## config.mk

```make
export PLATFORM = sky130hd
export DESIGN_NAME = roam_monitor
export DESIGN_NICKNAME = d
export VERILOG_FILES = /design/src/roam_pkg.sv /design/src/roam_win_timer.sv /design/src/roam_monitor.sv
export SDC_FILE = /design/constraint.sdc
export NUM_CORES = 1
export LEC_CHECK = 0
export BUFFER_PORTS_ARGS = -buffer_cell sky130_fd_sc_hd__buf_2
export CAP_MARGIN = 40
export CORE_MARGIN = 8
export CORE_UTILIZATION = 45
export CTS_BUF_LIST = sky130_fd_sc_hd__clkbuf_8
export CTS_CLUSTER_DIAMETER = 40
export DETAILED_ROUTE_END_ITERATION = 16
export GPL_ROUTABILITY_DRIVEN = 0
export PLACE_DENSITY = 0.61
export SLEW_MARGIN = 20
export SYNTH_ARGS = -nofsm -noshare
export SYNTH_HDL_FRONTEND = slang
export SYNTH_HIERARCHICAL = 1
export SYNTH_SLANG_ARGS = --single-unit
```

## constraint.sdc

```tcl
create_clock -name core_clk -period 2.5 [get_ports core_clk]
set_clock_uncertainty 0.15 [all_clocks]
set_input_delay 0.375 -clock core_clk [delete_from_list [all_inputs] [get_ports core_clk]]
set_output_delay 0.375 -clock core_clk [all_outputs]
set_load 0.01 [all_outputs]
```

## src/roam_pkg.sv

```systemverilog
// Package for the ready-output acknowledgement monitor
package roam_pkg;

    // ************************************************************
    // Timing
    // ************************************************************
    localparam int unsigned CLK_PERIOD_PS  = 4000;
    localparam int unsigned ACK_WINDOW_MS  = 146;
    localparam int unsigned ACK_WINDOW_CYC =
        32'((ACK_WINDOW_MS * 64'd1000000000) / CLK_PERIOD_PS);
    localparam int unsigned WIN_CNT_W      = 26;
    localparam int unsigned BLINK_MS       = 250;
    localparam int unsigned BLINK_CYC      =
        32'((BLINK_MS * 64'd1000000000) / CLK_PERIOD_PS);
    localparam int unsigned NUM_CHAN       = 3;

    // ************************************************************
    // Channel indices in the fault report
    // ************************************************************
    localparam int unsigned CH_COMM = 0;
    localparam int unsigned CH_GEOM = 1;
    localparam int unsigned CH_LOGIC = 2;

    // ************************************************************
    // Reset values
    // ************************************************************
    localparam logic RDY_RST = 1'b0;

    typedef enum logic [2:0] {
        ST_POWER_NOTICE,
        ST_WAIT_VOLTAGE,
        ST_DROP_TEST,
        ST_RESTORE,
        ST_RUN,
        ST_HALT
    } roam_state_t;

    // Error indications shown to the operator
    typedef struct packed {
        logic                power_loss_notice;
        logic                ext_relay_voltage_absent;
        logic                estop_loop_fault;
        logic                estop_active_error;
        logic                diag_fault;
        logic [NUM_CHAN-1:0] fault_chan;
    } roam_err_t;

endpackage : roam_pkg

```

## src/roam_win_timer.sv

```systemverilog
// Window counter for the acknowledgement drop check
`timescale 1ns/10ps
module roam_win_timer
    import roam_pkg::*;
(
    input  wire logic core_clk,
    input  wire logic rst_b,
    input  wire logic start,
    input  wire logic stop,
    output logic      busy_q,
    output logic      expired_q
);

    logic [WIN_CNT_W-1:0] cnt_q;

    // ************************************************************
    // Counter
    // ************************************************************
    always_ff @(posedge core_clk) begin
        if (!rst_b) begin
            cnt_q     <= '0;
            busy_q    <= 1'b0;
            expired_q <= 1'b0;
        end else if (start) begin
            cnt_q     <= '0;
            busy_q    <= 1'b1;
            expired_q <= 1'b0;
        end else if (busy_q && stop) begin
            busy_q <= 1'b0;
        end else if (busy_q) begin
            if (cnt_q == WIN_CNT_W'(ACK_WINDOW_CYC - 1)) begin
                busy_q    <= 1'b0;
                expired_q <= 1'b1;
            end else begin
                cnt_q <= cnt_q + 1'b1;
            end
        end else begin
            expired_q <= 1'b0;
        end
    end

endmodule : roam_win_timer

```

## src/roam_monitor.sv

```systemverilog
// Ready-for-operation output and acknowledgement monitor
`timescale 1ns/10ps
module roam_monitor
    import roam_pkg::*;
(
    input  wire logic                core_clk,
    input  wire logic                rst_b,
    input  wire logic                ack_in,
    input  wire logic                io_supply_ok,
    input  wire logic                clear_key,
    input  wire logic [NUM_CHAN-1:0] diag_fault_in,
    input  wire logic [NUM_CHAN-1:0] chan_present,
    output logic                     ready_out_q,
    output logic                     blink_q,
    output roam_err_t                err_q
);

    // ************************************************************
    // Input synchronisers
    // ************************************************************
    logic [1:0]          ack_s_q;
    logic [1:0]          sup_s_q;
    logic [1:0]          clr_s_q;
    logic [NUM_CHAN-1:0] diag_m_q;
    logic [NUM_CHAN-1:0] diag_s_q;
    logic                clr_d1_q;

    always_ff @(posedge core_clk) begin
        if (!rst_b) begin
            ack_s_q  <= '0;
            sup_s_q  <= '0;
            clr_s_q  <= '0;
            diag_m_q <= '0;
            diag_s_q <= '0;
            clr_d1_q <= 1'b0;
        end else begin
            ack_s_q  <= {ack_s_q[0], ack_in};
            sup_s_q  <= {sup_s_q[0], io_supply_ok};
            clr_s_q  <= {clr_s_q[0], clear_key};
            diag_m_q <= diag_fault_in;
            diag_s_q <= diag_m_q;
            clr_d1_q <= clr_s_q[1];
        end
    end

    logic ack_ok;
    logic sup_ok;
    logic clr_press;
    logic any_diag;

    assign ack_ok    = ack_s_q[1];
    assign sup_ok    = sup_s_q[1];
    assign clr_press = clr_s_q[1] & ~clr_d1_q;
    assign any_diag  = |(diag_s_q & chan_present);

    // ************************************************************
    // Switch-on sequence
    // ************************************************************
    roam_state_t                state_q;
    logic [1:0]                 chan_q;
    logic                       win_start;
    logic                       win_busy;
    logic                       win_exp;
    logic                       pwr_seen_q;

    // Next channel present in the larger variant, or done
    function automatic logic [1:0] next_chan(input logic [1:0] c,
                                             input logic [NUM_CHAN-1:0] pres);
        logic [1:0] n;
        n = 2'(NUM_CHAN);
        // Walk down so the lowest present channel above c wins
        for (int i = int'(NUM_CHAN) - 1; i >= 0; i--) begin
            if (i > int'(c) && pres[i]) begin
                n = 2'(i);
            end
        end
        return n;
    endfunction : next_chan

    assign win_start = (state_q == ST_WAIT_VOLTAGE) && ack_ok && sup_ok;

    roam_win_timer u_win (
        .core_clk  (core_clk),
        .rst_b     (rst_b),
        .start     (win_start),
        .stop      (~ack_ok),
        .busy_q    (win_busy),
        .expired_q (win_exp)
    );

    always_ff @(posedge core_clk) begin
        if (!rst_b) begin
            state_q    <= ST_POWER_NOTICE;
            chan_q     <= 2'(CH_COMM);
            pwr_seen_q <= 1'b0;
        end else if (any_diag || (!sup_ok && state_q != ST_POWER_NOTICE)) begin
            // Supply still settling right after reset, so the notice state is spared
            state_q <= ST_HALT;
        end else begin
            case (state_q)
                ST_POWER_NOTICE: begin
                    // Operator acknowledges the power loss notice first
                    if (clr_press) begin
                        state_q    <= ST_WAIT_VOLTAGE;
                        pwr_seen_q <= 1'b1;
                        chan_q     <= chan_present[0] ? 2'(CH_COMM)
                                                      : next_chan(2'(CH_COMM), chan_present);
                    end
                end
                ST_WAIT_VOLTAGE: begin
                    if (!sup_ok) begin
                        state_q <= ST_HALT;
                    end else if (ack_ok) begin
                        state_q <= ST_DROP_TEST;
                    end
                end
                ST_DROP_TEST: begin
                    if (win_exp) begin
                        state_q <= ST_HALT;
                    end else if (!win_busy && !ack_ok) begin
                        state_q <= ST_RESTORE;
                    end
                end
                ST_RESTORE: begin
                    // Wait for the loop to close again, else run would trip at once
                    if (!ack_ok) begin
                        state_q <= ST_RESTORE;
                    end else if (next_chan(chan_q, chan_present) >= 2'(NUM_CHAN)) begin
                        state_q <= ST_RUN;
                    end else begin
                        chan_q  <= next_chan(chan_q, chan_present);
                        state_q <= ST_WAIT_VOLTAGE;
                    end
                end
                ST_RUN: begin
                    if (any_diag || !ack_ok || !sup_ok) begin
                        state_q <= ST_HALT;
                    end
                end
                ST_HALT: begin
                    // Cleared only when no diagnostic fault remains and the supply is back; ack is not checked
                    if (clr_press && !any_diag && sup_ok) begin
                        state_q <= ST_WAIT_VOLTAGE;
                        chan_q  <= chan_present[0] ? 2'(CH_COMM)
                                                   : next_chan(2'(CH_COMM), chan_present);
                    end
                end
                default: state_q <= ST_POWER_NOTICE;
            endcase
        end
    end

    // ************************************************************
    // Ready output
    // ************************************************************
    // Ready must drop in the same cycle the fault flag rises
    always_ff @(posedge core_clk) begin
        if (!rst_b) begin
            ready_out_q <= RDY_RST;
        end else if (any_diag || !sup_ok) begin
            ready_out_q <= 1'b0;
        end else begin
            case (state_q)
                ST_WAIT_VOLTAGE: ready_out_q <= ack_ok ? 1'b0 : 1'b1;
                ST_DROP_TEST:    ready_out_q <= 1'b0;
                ST_RESTORE:      ready_out_q <= 1'b1;
                ST_RUN:          ready_out_q <= ack_ok && sup_ok;
                default:         ready_out_q <= 1'b0;
            endcase
        end
    end

    // ************************************************************
    // Error indications
    // ************************************************************
    logic [25:0]         blink_cnt_q;
    logic                err_blinks;
    logic                notice_q;
    logic                absent_q;
    logic                loop_q;
    logic                active_q;
    logic                diag_q;
    logic [NUM_CHAN-1:0] chan_fail_q;
    logic                halt_clear;

    // One clear for all latched errors, matching the exit from halt
    assign halt_clear = (state_q == ST_HALT) && clr_press && !any_diag && sup_ok;
    assign err_blinks = diag_q | loop_q;
    assign err_q      = {notice_q, absent_q, loop_q, active_q, diag_q, chan_fail_q};

    always_ff @(posedge core_clk) begin
        if (!rst_b) begin
            notice_q <= 1'b0;
        end else begin
            notice_q <= (state_q == ST_POWER_NOTICE) && !clr_press;
        end
    end

    always_ff @(posedge core_clk) begin
        if (!rst_b) begin
            absent_q <= 1'b0;
        end else begin
            absent_q <= (state_q == ST_WAIT_VOLTAGE) && !ack_ok;
        end
    end

    // Set wins over the clear key in the same cycle
    always_ff @(posedge core_clk) begin
        if (!rst_b) begin
            diag_q <= 1'b0;
        end else if (any_diag) begin
            diag_q <= 1'b1;
        end else if (halt_clear) begin
            diag_q <= 1'b0;
        end
    end

    always_ff @(posedge core_clk) begin
        if (!rst_b) begin
            loop_q <= 1'b0;
        end else if ((state_q == ST_DROP_TEST && win_exp)
                     || (state_q != ST_POWER_NOTICE && !sup_ok)) begin
            loop_q <= 1'b1;
        end else if (halt_clear) begin
            loop_q <= 1'b0;
        end
    end

    always_ff @(posedge core_clk) begin
        if (!rst_b) begin
            chan_fail_q <= '0;
        end else if (state_q == ST_DROP_TEST && win_exp) begin
            chan_fail_q <= chan_fail_q | (NUM_CHAN'(1) << chan_q);
        end else if (halt_clear) begin
            chan_fail_q <= '0;
        end
    end

    // Ack is only restored through the wait state, so the clear cannot ask for it
    always_ff @(posedge core_clk) begin
        if (!rst_b) begin
            active_q <= 1'b0;
        end else if (state_q == ST_RUN && !ack_ok) begin
            active_q <= 1'b1;
        end else if (halt_clear) begin
            active_q <= 1'b0;
        end
    end

    // Blink cadence, phase only matters to the display
    always_ff @(posedge core_clk) begin
        if (!rst_b) begin
            blink_cnt_q <= '0;
            blink_q     <= 1'b0;
        end else if (!err_blinks) begin
            blink_cnt_q <= '0;
            blink_q     <= 1'b0;
        end else if (blink_cnt_q == 26'(BLINK_CYC - 1)) begin
            blink_cnt_q <= '0;
            blink_q     <= ~blink_q;
        end else begin
            blink_cnt_q <= blink_cnt_q + 26'd1;
            if (!pwr_seen_q) begin
                blink_q <= blink_q;
            end
        end
    end

endmodule : roam_monitor

```

==> qor.yml <==
syn2layout_area_growth_pct: 11.0
grt_pass1_wl_um: 12900
r2r_slack_ns: 0.36
synth_most_common_cell: "dfxtp_1"
drt_pass1_iterations: 4
root_buffer: "clkbuf_8"
cts.sinks: 82
antenna_found_initial: 0
design.portCount: 21
die_w_um: 108
drive_gt1_share_pct: 13.5
cts_buffer_depth: 2
post_drt_wl_per_cell_um: 13.1
synth_edf_count: 0
worstPathRequired_ns: 2.62
setup_slack_ns: 0.356
hp-class: "in2reg"
ir_drop_mv: 0.344
fmax_mhz: 467
finalCritPeriodShare_pct: 85.7
slew_headroom_pct: 59.5
status: "completed"
core_mm2: 0.00818
cts_setup_buffers: 0
ctsHoldBuffers: 0
rr_startpoint: "ack_s_q[1]$_SDFF_PN0_"
overflow: 0
path_cells: "inv_1, and4b_1, and4_4, o211ai_4, or3_1, a21oi_1"
yosys_warnings: 6
grt_pass1_vias: 2814
critical_path_class: "reg2reg"
ys_seq_elements: 82
rr_worst_depth: 6
start_kind: "flop"
die_h_um: 108
synthFlopType: "dfxtp_1"
cts_resized: 0
hpwl_um: 5160
track_usage_pct: 13.4
clkLatencyLatePin_ns: 0.34
avgSynthCellArea_um2: 8.78
synthDistinctLibCells: 60
drt_wl_total_um: 7380
synthCells: 431
drv_slew: 0
slowest_stage: "dfxtp_1"
vias: 3080
hold_path_depth: 2
r2r_end: "u_win/cnt_q[18]$_SDFFE_PP0P_"
nets: 466
synth_nets: 444
place_ws_ns: 0.218
worstPathArrival_ns: 2.27
cts_buffers: 9
netlist.area_leader.share_pct: 43.4
drv_cap: 0
antenna_left: 0
via_per_inst: 5.47
worst_setup_path_end_kind: "flop"
critical_path.max_stage_delay_ns: 0.52
power_density_mw_per_mm2: 628
synthTopCellsByArea: "dfxtp_1 43%, nor2_1 6.1%, xor2_1 4.9%, xnor2_1 4.4%, nand3_1 3.0%"
setup_tns_ns: 0
setup_viol: 0
synth_common_cells: "82 x dfxtp_1, 61 x nor2_1, 27 x nand2_1"
cts.clk_slew.worst_paths_ns: 0.09
num_rows: 33
finalCriticalPeriod_ns: 2.14
hold_viol: 0
p_leak_uw: 0.00147
drc: 0
tightest_slew_ns: 0.592
start_util_pct: 46.3
rsz0062_at_grt: "no"
holdPathEnd: "diag_m_q[2]$_SDFF_PN0_"
path_max_fanout: 10
h-tree-depth: 3
tritoncts: "built"
die-area_mm2: 0.0116
netlist_area_mm2: 0.00378
synthArstFlopShare_pct: 0
yosysTopAreaCell: "dfxtp_1"
num_antenna_cells: 0
grt_max_degree: 27
synth.yosys.seq_area_share_pct: 43.4
portBuffers: 20
min-delay-start: "diag_fault_in[2]"
drt_iter0_markers: 145
## critical path: cells and delay by family (launching register included)
family / cells / cell delay, ns
compound gates: 2 / 0.27
flops: 1 / 0.52
simple gates: 3 / 0.91
buf+inv: 1 / 0.23
## layer usage
| metal | vias to the layer above | track usage [%] | part of all wire, % |
|---|---|---|---|
| li1 | 1557 | - | - |
| met1 | 1474 | 17.5 | 50 |
| met2 | 43 | 20.9 | 46 |
| met3 | 6 | 3.41 | 3.2 |
| met4 | 0 | 5.05 | 1.0 |
| met5 | - | 0 | 0 |
## worst max path at each step
stage	slack, ns	startpoint	to	cells after the start
floorplan	0.33	chan_present[1]	chan_q[1]$_SDFFE_PN0P_	5
global placement	0.28	chan_present[1]	chan_q[1]$_SDFFE_PN0P_	6
detailed placement	0.22	chan_present[1]	state_q[2]$_SDFFE_PN0P_	6
CTS	0.39	diag_s_q[1]$_SDFF_PN0_	chan_q[1]$_SDFFE_PN0P_	5
global route	0.20	ack_s_q[1]$_SDFF_PN0_	u_win/cnt_q[19]$_SDFFE_PP0P_	6
finish	0.36	ack_s_q[1]$_SDFF_PN0_	u_win/cnt_q[18]$_SDFFE_PP0P_	6
## cell families after synthesis
family / synth area share, %
AND/OR/NAND/NOR: 31.2
XOR/XNOR: 9.26
adder cells (fa/ha/maj): 0.661
buffers and inverters: 3.67
AO/OA/AOI/OAI: 11.3
multiplexers: 0.529
flip-flops: 43.4
## cell usage in the layout (no fill, tap or decap), types with 4 or more instances in the layout
| cell type | n |
|---|---|
| xor2_1 | 21 |
| o21ai_0 | 17 |
| and2_1 | 15 |
| nand4_1 | 12 |
| clkbuf_8 | 9 |
| buf_2 | 20 |
| a21oi_1 | 16 |
| inv_1 | 12 |
| nand3_1 | 23 |
| nor3_1 | 12 |
| xnor2_1 | 19 |
| buf_4 | 8 |
| dfxtp_1 | 82 |
| nor2_1 | 61 |
| and3_1 | 5 |
| nor4_1 | 4 |
| o211ai_1 | 4 |
| nand2_1 | 27 |
| or3_1 | 11 |
| a31oi_1 | 4 |
| nor2b_1 | 5 |
| nand2b_1 | 4 |
## flip-flops by register name, summed over array words and instances (netlist names), 2 cells and up
register,cells
blink_cnt_q,26
state_q,3
ack_s_q,2
chan_fail_q,3
chan_q,2
clr_s_q,2
sup_s_q,2
u_win/cnt_q,26
diag_s_q,3
diag_m_q,3
## power breakdown
| part | leakage [µW] | total (µW) | switching [µW] | internal [µW] |
|---|---|---|---|---|
| Combinational | 0.000698 | 267 | 148 | 120 |
| Sequential | 0.000665 | 1400 | 52.3 | 1350 |
| Clock | 0.000102 | 973 | 500 | 472 |
| Total | 0.00147 | 2640 | 700 | 1940 |
## final cells by class
type / instances / area [µm²]
inverters: 12 / 45.0
flip-flops and latches: 82 / 1640
clock inverters: 7 / 76.3
multi-input cells: 319 / 2000
clock buffers: 9 / 124
fillers: 805 / 3970
well taps: 105 / 131
repair buffers: 29 / 180
## stage by stage
step	util, %	hold slack [ns]	total power, µW	cells	cell area [µm²]
3_3_place_gp	48.9	0.265	1690	547	4000
2_1_floorplan	-	0.262	1630	431	3780
6_report	51.4	0.0780	2640	563	4200
5_1_grt	51.4	0.0589	2780	563	4200
4_1_cts	51.4	0.0718	2670	563	4200
3_5_place_dp	48.9	0.269	1690	547	4000
No activity file was read; power rests on OpenSTA's default activity.
